--- src/rtl/wpt_pkg.sv ---
// wpt_pkg: constants and types for the protocol timing block
// Notes on behaviour
// - a core-clock divider makes the 1 us tick for most protocol timings
// - a second 1 us divider drives sync timer and beacon timers, always running
// - both divider terminal counts programmable, defaults 39 and 31
// - 64-bit sync timer advances once per microsecond
// - access point never loads its sync timer from received beacons
// - infrastructure station loads sync timer from every error-free beacon
// - ad hoc station loads only when received timestamp is later
// - transmitted beacon timestamp is sync timer plus tx latency, default 58
// - received timestamp is adjusted by rx latency, default 29, before loading
// - sync timer readable as low and high 32-bit registers
// - channel busy is physical busy or virtual busy or sequence in progress
// - error-free frame other than ps-poll for others with larger duration loads the vector
// - vector counts down per microsecond and blocks transmission while nonzero
// - missing ACK or CTS within time-out records a reception error
// - ACK and CTS time-outs counted on core ticks, set by time-out register
// - RTS enable sends RTS with descriptor duration, then waits for CTS
// - error-free CTS starts data one SIFS later
// - CTS time-out reports back-off and retransmission
// - failed data after good exchange restarts with a fresh RTS/CTS
// - software alert, then DMA alert, then beacon scheduled at target time
// - no valid beacon at target time means hold until valid
// - ad hoc beacon contends with back-off, cancelled by any error-free beacon
// - writing a nonzero beacon interval enables all beacon timers together, slow domain
// - next-beacon timer in 1024 us units, 16 bits, advances one interval
package wpt_pkg;
   localparam logic [7:0] CORE_DIV_RST = 8'h27;
   localparam logic [7:0] SLOW_DIV_RST = 8'h1f;
   localparam logic [7:0] TX_LAT_RST = 8'h3a;
   localparam logic [7:0] RX_LAT_RST = 8'h1d;
   localparam logic [15:0] ACK_TO_RST = 16'h0030;
   localparam logic [15:0] CTS_TO_RST = 16'h0030;
   localparam logic [7:0] REG_USEC = 8'h00;
   localparam logic [7:0] REG_LAT = 8'h04;
   localparam logic [7:0] REG_TSF_LO = 8'h08;
   localparam logic [7:0] REG_TSF_HI = 8'h0c;
   localparam logic [7:0] REG_NAV = 8'h10;
   localparam logic [7:0] REG_TIMEOUT = 8'h14;
   localparam logic [7:0] REG_BINTV = 8'h18;
   localparam logic [7:0] REG_NEXT_TBTT = 8'h1c;
   localparam logic [7:0] REG_SBA = 8'h20;
   localparam logic [7:0] REG_DBA = 8'h24;
   localparam logic [7:0] REG_CTRL = 8'h28;
   localparam logic [7:0] REG_STATUS = 8'h2c;
   localparam int unsigned SIFS_US = 16;
   localparam int unsigned SLOT_US = 9;
   localparam int unsigned CLK_MHZ = 10;
   localparam int unsigned US_PER_128 = 128;
   localparam logic [7:0] LFSR_SEED = 8'h5a;
   typedef enum logic [1:0] {ROLE_STA, ROLE_IBSS, ROLE_AP} wpt_role_t;
   typedef enum logic [1:0] {FR_RTS, FR_DATA, FR_BEACON} wpt_kind_t;
   typedef struct packed {
      logic fcs_ok;
      logic to_me;
      logic ps_poll;
      logic beacon;
      logic cts;
      logic ack;
      logic [15:0] duration;
      logic [63:0] timestamp;
   } wpt_rx_t;
   typedef struct packed {
      logic rts_en;
      logic [15:0] rts_duration;
      logic expect_ack;
   } wpt_desc_t;
   typedef struct packed {
      wpt_kind_t kind;
      logic [15:0] duration;
      logic [63:0] timestamp;
   } wpt_frame_t;
   typedef struct packed {
      logic ok;
      logic backoff;
      logic rx_err;
   } wpt_result_t;
endpackage : wpt_pkg

--- src/rtl/wpt_timing.sv ---
// wpt_timing: time bases, sync timer, virtual carrier sense, RTS/CTS and beacon scheduling
`timescale 1ns/10ps
module wpt_timing (
   input wire logic sys_clk_i,
   input wire logic sys_rst_i,
   input wire logic hsel,
   input wire logic [31:0] haddr,
   input wire logic [1:0] htrans,
   input wire logic hwrite,
   input wire logic [2:0] hsize,
   input wire logic [31:0] hwdata,
   input wire logic hready,
   output logic [31:0] hrdata,
   output logic hreadyout,
   output logic hresp,
   input wire logic phy_busy_i,
   input wire logic rx_valid_i,
   input wire wpt_pkg::wpt_rx_t rx_info_i,
   input wire logic tx_req_valid_i,
   input wire wpt_pkg::wpt_desc_t tx_req_i,
   output logic tx_req_ready_o,
   output logic tx_frame_valid_o,
   output wpt_pkg::wpt_frame_t tx_frame_o,
   input wire logic tx_end_i,
   output logic tx_result_valid_o,
   output wpt_pkg::wpt_result_t tx_result_o,
   input wire logic beacon_valid_i,
   output logic channel_busy_o,
   output logic sw_alert_o,
   output logic dma_alert_o,
   output logic tbtt_o
);
   import wpt_pkg::*;

   typedef enum logic [2:0] {S_IDLE, S_RTS, S_CTS_WAIT, S_SIFS, S_DATA, S_ACK_WAIT, S_BCN_BO, S_BCN}
      wpt_state_t;

   localparam logic [15:0] SIFS_CNT = 16'(SIFS_US);
   localparam logic [3:0] SLOT_CNT = 4'(SLOT_US);

   logic [7:0] core_div_q, slow_div_q, tx_lat_q, rx_lat_q;
   logic [7:0] core_cnt_q, slow_cnt_q;
   logic core_tick, slow_tick;
   logic [15:0] ack_to_q, cts_to_q;
   wpt_role_t role_q;
   logic [63:0] tsf_q;
   logic [63:0] rx_ts_adj;
   logic [31:0] tsf_hi_snap_q;
   logic [15:0] nav_q;
   logic [15:0] bintv_q, next_tbtt_q;
   logic [18:0] sba_q;
   logic [24:0] dba_q;
   logic bcn_en_q;
   logic [6:0] sub128_q;
   logic [24:0] t128_q;
   logic tick128, ev_tbtt, ev_sba, ev_dba;
   logic bcn_pend_q;
   wpt_state_t state_q;
   logic [15:0] tmr_q;
   logic [7:0] lfsr_q;
   logic [15:0] err_cnt_q;
   logic rx_good, rx_beacon, rx_cts, rx_ack;
   logic ph_wr_q;
   logic [7:0] ph_addr_q;
   logic wr_en;
   logic addr_ok;

   // bus: zero wait state, every access answered OKAY
   assign hreadyout = 1'b1;
   assign hresp = 1'b0;
   assign addr_ok = hsel && hready && htrans[1];
   assign wr_en = ph_wr_q;

   always_ff @(posedge sys_clk_i) begin
      if (sys_rst_i) begin
         ph_wr_q <= 1'b0;
         ph_addr_q <= 8'h00;
      end else begin
         ph_wr_q <= addr_ok && hwrite;
         ph_addr_q <= haddr[7:0];
      end
   end

   // read data captured in the address phase so it stands through the data phase
   always_ff @(posedge sys_clk_i) begin
      if (sys_rst_i) begin
         hrdata <= 32'h0000_0000;
         tsf_hi_snap_q <= 32'h0000_0000;
      end else if (addr_ok && !hwrite) begin
         case ({haddr[7:2], 2'b00})
            REG_USEC: hrdata <= {16'h0000, slow_div_q, core_div_q};
            REG_LAT: hrdata <= {16'h0000, rx_lat_q, tx_lat_q};
            REG_TSF_LO: begin
               hrdata <= tsf_q[31:0];
               tsf_hi_snap_q <= tsf_q[63:32];
            end
            REG_TSF_HI: hrdata <= tsf_hi_snap_q;
            REG_NAV: hrdata <= {16'h0000, nav_q};
            REG_TIMEOUT: hrdata <= {cts_to_q, ack_to_q};
            REG_BINTV: hrdata <= {15'h0000, bcn_en_q, bintv_q};
            REG_NEXT_TBTT: hrdata <= {16'h0000, next_tbtt_q};
            REG_SBA: hrdata <= {13'h0000, sba_q};
            REG_DBA: hrdata <= {7'h00, dba_q};
            REG_CTRL: hrdata <= {30'h0000_0000, role_q};
            REG_STATUS: hrdata <= {err_cnt_q, 11'h000, bcn_pend_q, 1'b0, state_q};
            default: hrdata <= 32'h0000_0000;
         endcase
      end
   end

   // software-written configuration
   always_ff @(posedge sys_clk_i) begin
      if (sys_rst_i) begin
         core_div_q <= CORE_DIV_RST;
         slow_div_q <= SLOW_DIV_RST;
         tx_lat_q <= TX_LAT_RST;
         rx_lat_q <= RX_LAT_RST;
         ack_to_q <= ACK_TO_RST;
         cts_to_q <= CTS_TO_RST;
         role_q <= ROLE_STA;
      end else if (wr_en) begin
         case (ph_addr_q)
            REG_USEC: begin
               core_div_q <= hwdata[7:0];
               slow_div_q <= hwdata[15:8];
            end
            REG_LAT: begin
               tx_lat_q <= hwdata[7:0];
               rx_lat_q <= hwdata[15:8];
            end
            REG_TIMEOUT: begin
               ack_to_q <= hwdata[15:0];
               cts_to_q <= hwdata[31:16];
            end
            REG_CTRL: role_q <= (hwdata[1:0] == 2'd3) ? ROLE_AP : wpt_role_t'(hwdata[1:0]);
            default: ;
         endcase
      end
   end

   // microsecond dividers; a divider changed below the current count wraps at once
   assign core_tick = (core_cnt_q >= core_div_q);
   assign slow_tick = (slow_cnt_q >= slow_div_q);

   always_ff @(posedge sys_clk_i) begin
      if (sys_rst_i) begin
         core_cnt_q <= 8'h00;
         slow_cnt_q <= 8'h00;
      end else begin
         core_cnt_q <= core_tick ? 8'h00 : core_cnt_q + 8'h01;
         slow_cnt_q <= slow_tick ? 8'h00 : slow_cnt_q + 8'h01;
      end
   end

   // sync timer
   assign rx_good = rx_valid_i && rx_info_i.fcs_ok;
   assign rx_beacon = rx_good && rx_info_i.beacon;
   assign rx_cts = rx_good && rx_info_i.cts;
   assign rx_ack = rx_good && rx_info_i.ack;
   assign rx_ts_adj = rx_info_i.timestamp + {56'h0, rx_lat_q};

   always_ff @(posedge sys_clk_i) begin
      if (sys_rst_i) begin
         tsf_q <= 64'h0;
      end else if (rx_beacon && role_q == ROLE_STA) begin
         tsf_q <= rx_ts_adj;
      end else if (rx_beacon && role_q == ROLE_IBSS && rx_ts_adj > tsf_q) begin
         tsf_q <= rx_ts_adj;
      end else if (slow_tick) begin
         tsf_q <= tsf_q + 64'h1;
      end
   end

   // virtual carrier sense; ps-poll carries no duration
   always_ff @(posedge sys_clk_i) begin
      if (sys_rst_i) begin
         nav_q <= 16'h0000;
      end else if (rx_good && !rx_info_i.to_me && !rx_info_i.ps_poll && rx_info_i.duration > nav_q) begin
         nav_q <= rx_info_i.duration;
      end else if (core_tick && nav_q != 16'h0000) begin
         nav_q <= nav_q - 16'h0001;
      end
   end

   assign channel_busy_o = phy_busy_i || (nav_q != 16'h0000) || (state_q != S_IDLE);

   // beacon timers, all started together by a beacon interval write
   assign tick128 = slow_tick && (sub128_q == 7'(US_PER_128 - 1));
   assign ev_tbtt = tick128 && bcn_en_q && (t128_q[2:0] == 3'h0) && (t128_q[18:3] == next_tbtt_q);
   assign ev_sba = tick128 && bcn_en_q && (t128_q[18:0] == sba_q);
   assign ev_dba = tick128 && bcn_en_q && (t128_q == dba_q);

   always_ff @(posedge sys_clk_i) begin
      if (sys_rst_i) begin
         bcn_en_q <= 1'b0;
         bintv_q <= 16'h0000;
         sub128_q <= 7'h00;
         t128_q <= 25'h0;
      end else if (wr_en && ph_addr_q == REG_BINTV) begin
         bintv_q <= hwdata[15:0];
         bcn_en_q <= hwdata[15:0] != 16'h0000;
         sub128_q <= 7'h00;
         t128_q <= 25'h0;
      end else if (slow_tick) begin
         sub128_q <= tick128 ? 7'h00 : sub128_q + 7'h01;
         if (tick128) begin
            t128_q <= t128_q + 25'h1;
         end
      end
   end

   // event times step one interval at each event; software may rewrite them
   always_ff @(posedge sys_clk_i) begin
      if (sys_rst_i) begin
         next_tbtt_q <= 16'h0000;
         sba_q <= 19'h0;
         dba_q <= 25'h0;
      end else begin
         if (wr_en && ph_addr_q == REG_NEXT_TBTT) begin
            next_tbtt_q <= hwdata[15:0];
         end else if (ev_tbtt) begin
            next_tbtt_q <= next_tbtt_q + bintv_q;
         end
         if (wr_en && ph_addr_q == REG_SBA) begin
            sba_q <= hwdata[18:0];
         end else if (ev_sba) begin
            sba_q <= sba_q + {bintv_q, 3'h0};
         end
         if (wr_en && ph_addr_q == REG_DBA) begin
            dba_q <= hwdata[24:0];
         end else if (ev_dba) begin
            dba_q <= dba_q + {6'h00, bintv_q, 3'h0};
         end
      end
   end

   always_ff @(posedge sys_clk_i) begin
      if (sys_rst_i) begin
         sw_alert_o <= 1'b0;
         dma_alert_o <= 1'b0;
         tbtt_o <= 1'b0;
      end else begin
         sw_alert_o <= ev_sba;
         dma_alert_o <= ev_dba;
         tbtt_o <= ev_tbtt;
      end
   end

   // a pending beacon survives until sent or cancelled; a new tbtt wins over a clear
   always_ff @(posedge sys_clk_i) begin
      if (sys_rst_i) begin
         bcn_pend_q <= 1'b0;
      end else if (ev_tbtt && role_q != ROLE_STA) begin
         bcn_pend_q <= 1'b1;
      end else if (state_q == S_BCN && tx_end_i) begin
         bcn_pend_q <= 1'b0;
      end else if (rx_beacon && role_q == ROLE_IBSS) begin
         bcn_pend_q <= 1'b0;
      end
   end

   // pseudo-random slot draw for ad hoc beacon contention, window 0..31 slots
   always_ff @(posedge sys_clk_i) begin
      if (sys_rst_i) begin
         lfsr_q <= LFSR_SEED;
      end else begin
         lfsr_q <= {lfsr_q[6:0], lfsr_q[7] ^ lfsr_q[5] ^ lfsr_q[4] ^ lfsr_q[3]};
      end
   end

   // frame sequencer
   assign tx_req_ready_o = (state_q == S_IDLE) && !bcn_pend_q && nav_q == 16'h0000;

   always_ff @(posedge sys_clk_i) begin
      if (sys_rst_i) begin
         state_q <= S_IDLE;
         tmr_q <= 16'h0000;
         tx_frame_valid_o <= 1'b0;
         tx_frame_o <= '0;
         tx_result_valid_o <= 1'b0;
         tx_result_o <= '0;
         err_cnt_q <= 16'h0000;
      end else begin
         tx_frame_valid_o <= 1'b0;
         tx_result_valid_o <= 1'b0;
         if (core_tick && tmr_q != 16'h0000) begin
            tmr_q <= tmr_q - 16'h0001;
         end
         case (state_q)
            S_IDLE: begin
               if (bcn_pend_q && beacon_valid_i && nav_q == 16'h0000) begin
                  if (role_q == ROLE_IBSS) begin
                     tmr_q <= {11'h000, lfsr_q[4:0]} * {12'h000, SLOT_CNT};
                     state_q <= S_BCN_BO;
                  end else begin
                     tx_frame_valid_o <= 1'b1;
                     tx_frame_o <= '{FR_BEACON, 16'h0000, tsf_q + {56'h0, tx_lat_q}};
                     state_q <= S_BCN;
                  end
               end else if (tx_req_valid_i && tx_req_ready_o) begin
                  tx_frame_valid_o <= 1'b1;
                  // every new request with rts enabled opens a fresh exchange
                  if (tx_req_i.rts_en) begin
                     tx_frame_o <= '{FR_RTS, tx_req_i.rts_duration, 64'h0};
                     state_q <= S_RTS;
                  end else begin
                     tx_frame_o <= '{FR_DATA, 16'h0000, 64'h0};
                     state_q <= S_DATA;
                  end
                  tx_result_o.backoff <= tx_req_i.expect_ack;
               end
            end
            S_RTS: begin
               if (tx_end_i) begin
                  tmr_q <= cts_to_q;
                  state_q <= S_CTS_WAIT;
               end
            end
            S_CTS_WAIT: begin
               if (rx_cts) begin
                  tmr_q <= SIFS_CNT;
                  state_q <= S_SIFS;
               end else if (tmr_q == 16'h0000) begin
                  tx_result_valid_o <= 1'b1;
                  tx_result_o <= '{1'b0, 1'b1, 1'b1};
                  err_cnt_q <= err_cnt_q + 16'h0001;
                  state_q <= S_IDLE;
               end
            end
            S_SIFS: begin
               if (tmr_q == 16'h0000) begin
                  tx_frame_valid_o <= 1'b1;
                  tx_frame_o <= '{FR_DATA, 16'h0000, 64'h0};
                  state_q <= S_DATA;
               end
            end
            S_DATA: begin
               if (tx_end_i) begin
                  // backoff bit held the expect-ack flag since the request
                  if (tx_result_o.backoff) begin
                     tmr_q <= ack_to_q;
                     state_q <= S_ACK_WAIT;
                  end else begin
                     tx_result_valid_o <= 1'b1;
                     tx_result_o <= '{1'b1, 1'b0, 1'b0};
                     state_q <= S_IDLE;
                  end
               end
            end
            S_ACK_WAIT: begin
               if (rx_ack) begin
                  tx_result_valid_o <= 1'b1;
                  tx_result_o <= '{1'b1, 1'b0, 1'b0};
                  state_q <= S_IDLE;
               end else if (tmr_q == 16'h0000) begin
                  tx_result_valid_o <= 1'b1;
                  tx_result_o <= '{1'b0, 1'b1, 1'b1};
                  err_cnt_q <= err_cnt_q + 16'h0001;
                  state_q <= S_IDLE;
               end
            end
            S_BCN_BO: begin
               if (rx_beacon) begin
                  state_q <= S_IDLE;
               end else if (tmr_q == 16'h0000 && !phy_busy_i && nav_q == 16'h0000) begin
                  tx_frame_valid_o <= 1'b1;
                  tx_frame_o <= '{FR_BEACON, 16'h0000, tsf_q + {56'h0, tx_lat_q}};
                  state_q <= S_BCN;
               end
            end
            S_BCN: begin
               if (tx_end_i) begin
                  state_q <= S_IDLE;
               end
            end
            default: state_q <= S_IDLE;
         endcase
      end
   end
endmodule : wpt_timing

--- config.mk ---
export PLATFORM = sky130hd
export DESIGN_NAME = wpt_timing
export DESIGN_NICKNAME = d
export VERILOG_FILES = /design/src/rtl/wpt_pkg.sv /design/src/rtl/wpt_timing.sv
export SDC_FILE = /design/constraint.sdc
export NUM_CORES = 2
export LEC_CHECK = 0
export BUFFER_PORTS_ARGS = -buffer_cell sky130_fd_sc_hd__buf_2
export CORE_MARGIN = 2
export CORE_UTILIZATION = 52
export CTS_CLUSTER_SIZE = 25
export DETAILED_ROUTE_END_ITERATION = 8
export GPL_TIMING_DRIVEN = 1
export PLACE_DENSITY_LB_ADDON = 0.15
export RECOVER_POWER = 50
export SLEW_MARGIN = 20
export SYNTH_ARGS = -nofsm -noshare
export SYNTH_HDL_FRONTEND = slang
export SYNTH_SLANG_ARGS = --single-unit
--- constraint.sdc ---
create_clock -name sys_clk_i -period 9.3 [get_ports sys_clk_i]
set_input_delay 0.93 -clock sys_clk_i [delete_from_list [all_inputs] [get_ports sys_clk_i]]
set_output_delay 0.93 -clock sys_clk_i [all_outputs]
set_load 0.02 [all_outputs]
==> impl_results.md <==
- Logic pwr share: 0.187
- Post-synthesis area per instance: 7.88 um2
- Num CTS Buffers: 53
- Internal: 3.80 mW
- Synth Area in XOR/XNOR: 0.110
- I/O pin total: 309
- Hold slack final: 0.447 ns
- Fin crit share: 0.781
- Die H: 242 um
- R2r setup slk: 3.53 ns
- Setup-failing EPs final: 0
- Layout Skew: 0.0294 ns
- Area contributors post-synth: dfxtp_1, ha_1, xnor2_1, nand2_1, a21oi_1
- Register area: 9570 um2
- Worst Setup End Kind: flop
- # H-tree levels: 2
- Power Dens Cells: 168 nW/um2
- Yosys warning count: 0
- Setup TNS: 0 ns
- Number of synthesized flops with an enable pin: 0
- R2R Path End: tsf_q[55]
- Dominant cell type by area after synthesis: dfxtp_1
- F_max: 138 MHz
- Critical Path RT: 9.81 ns
- DR vias/cell: 6.09
- Max FO, Critical Path: 94
- #FFs+latches synth: 478
- Sequential fraction of the synthesis area: 0.325
- First-pass GRT wire length: 159,000 um
- CTS Buffer Depth: 3
- Initial drt markers: 3,333
- Cts hold-fix bufs: 0
- Synth Area in Adders: 0.0772
- Min-delay src: tx_frame_o[63]
- Reg2reg path depth: 20
- Final WL: 107,000 um
- Core area: 56,200 um2
- Final #Nets: 4,249
- Post-synth top cells: nand2_1, dfxtp_1, nor2_1
- Clock share of power: 0.413
- Die X: 242 um
- Most numerous cell in the Yosys netlist: nand2_1
- Count of cell types in the netlist: 85
- Critical Path Source: sys_rst_i
- Row count: 87
- CTS tree: yes
- Synth Instances: 3,734
- Final slew viol count: 225
- Clk slew on worst S/H paths: 0.06 ns
- Crit start category: input pin
- VDD IR max: 0.156 mV
- Drt drc: 0
- CTS Sinks: 478
- Switch Pwr: 1.74 mW
- Wire per inst: 22.8 um
- Post-synthesis mux area share: 0.0362
- Final RePlAce weighted congestion: 1.02
- Hold Crit Endpoint: tx_frame_o[63]
- Total GRT Usage: 0.351
- Final Hold Viols: 0
- Count of input and output buffers: 278
- RSZ-0062 raised after global routing: no
- Status: finished with violations
- Critical Path AT: 7.78 ns
- Failing checks: max-capacitance violations, max-slew violations
- Area share of the largest cell type after synthesis: 0.325
- Root Buffer: clkbuf_16
- Die Area: 58,500 um2
- Ys flop type: dfxtp_1
- Initial antenna violation count: 3
- Postcts setup bufs: 0
- Min-delay worst type: flop to flop
- Combinational family with the most area after synthesis: simple AND/OR/NAND/NOR gates
- 1st-pass router iterations: 6
- Max-Cap Viols: 4
- Post-CTS resize count: 0
- Syn_nets: 4,095
- R2R Path Start: rx_lat_q[0]
- Post-synthesis simple-gate area fraction: 0.225
- Number of global-route vias before repair: 25.6k
- Final min period: 7.27 ns
- Post-detail-place hpwl: 80,300 um
- Setup Crit Path Kind: input pin to flop
- Antenna Violating Nets Remaining: 0
- Post-synthesis compound-gate area fraction: 0.177
- Hold path depth: 2
- Asr flop ratio synth: 0
- Sequential power share: 0.400
- Initial Utilization: 0.524
- Switch share: 0.314
- Via count: 28.5k
- Leak pwr: 12.4 nW
- Area Growth Syn to Fin: 12.1%
- Grt total ovfl: 0
- Largest net degree at the start of global routing: 124
- Cell area after synthesis: 29,400 um2
- Share of cells above drive strength 1: 0.0881
- Multi-input gate area: 18,500 um2
- Measured slew at the worst slew-check pin: 4.91 ns
- Final-layout fill cell count: 5,396
- Skew-Pair Late Insertion Delay: 0.63 ns
- Rel. slew slack: -2.27
[power by group through the flow]
stage               registers (mW)  clock network [mW]  logic [mW]
global placement              2.25                   0        1.02
global route                  2.22                2.38        1.13
CTS                           2.21                2.29        1.02
finish                        2.22                2.29        1.03
detailed placement            2.25                   0        1.01
floorplan                     2.23                   0       0.714
[worst max-delay path, stage by stage]
cell and delay, ns:
clkbuf_1 3.39, clkbuf_1 2.22, buf_4 0.77, nor2_1 0.15
a32o_1 0.24
[final cells by class]
cell class	count	area share
timing repair buffer	327	0.0488
multi-input combinational	2894	0.561
inverter	134	0.0152
sequential	478	0.290
clock buffer	75	0.0470
clock inverter	21	0.00967
tap	756	0.0287
antenna	1	0.0000759
[sequential cells by signal (all words and copies together) (netlist names), 19 cells and up]
register and flops:
dba_q 25, hrdata 32, sba_q 19, t128_q 25
tsf_hi_snap_q 32, tsf_q 64, tx_frame_o 82
[cells in the final DEF, fill, tap and decap left out, types with 73 or more instances in the layout]
cell type	instances
clkbuf_1	134
dfxtp_1	478
nand2_1	490
a21oi_1	291
xor2_1	124
nand4_1	73
inv_1	130
a211oi_1	108
buf_2	155
o21ai_0	114
ha_1	172
xnor2_1	245
nor2_1	359
mux2i_1	84
nand3_1	162
[routing by layer]
metal / part of all wire / GRT usage / vias to the layer above / wire, um
met5: 0.00024 / 0 / - / 26
met4: 0.046 / 0.141 / 4 / 4900
met1: 0.43 / 0.493 / 13289 / 46000
met3: 0.11 / 0.0756 / 267 / 11400
li1: - / - / 13480 / -
met2: 0.42 / 0.521 / 1491 / 44700
[worst max-delay path by stage]
stage	end	depth (start not counted)
after global routing	dba_q[20]	5
after floorplan	tsf_q[48]	20
after global placement	tsf_q[28]	19
after detailed placement	tsf_q[28]	21
after CTS	tsf_q[49]	21
final	dba_q[20]	5
[kinds of logic after synthesis]
group / after synthesis
other: 2
and+or+nand+nor: 1421
AOI/OAI and AO/OA: 827
muxes: 97
buffers and inverters: 362
DFF: 478
adders and majority gates: 178
xor gates and xnor gates: 369
[per-stage QoR]
stage | instances | setup slack, ns | power (mW) | utilization | instance area [um2]
after floorplan | 3734 | 3.80 | 2.94 | - | 29400
after global placement | 4588 | 3.06 | 3.27 | 0.557 | 31300
after detailed placement | 4588 | 3.02 | 3.27 | 0.557 | 31300
after CTS | 4684 | 3.64 | 5.52 | 0.590 | 33200
after global routing | 4686 | 1.71 | 5.73 | 0.587 | 33000
final | 4686 | 2.03 | 5.54 | 0.587 | 33000
Power figures use the tool's default switching activity.
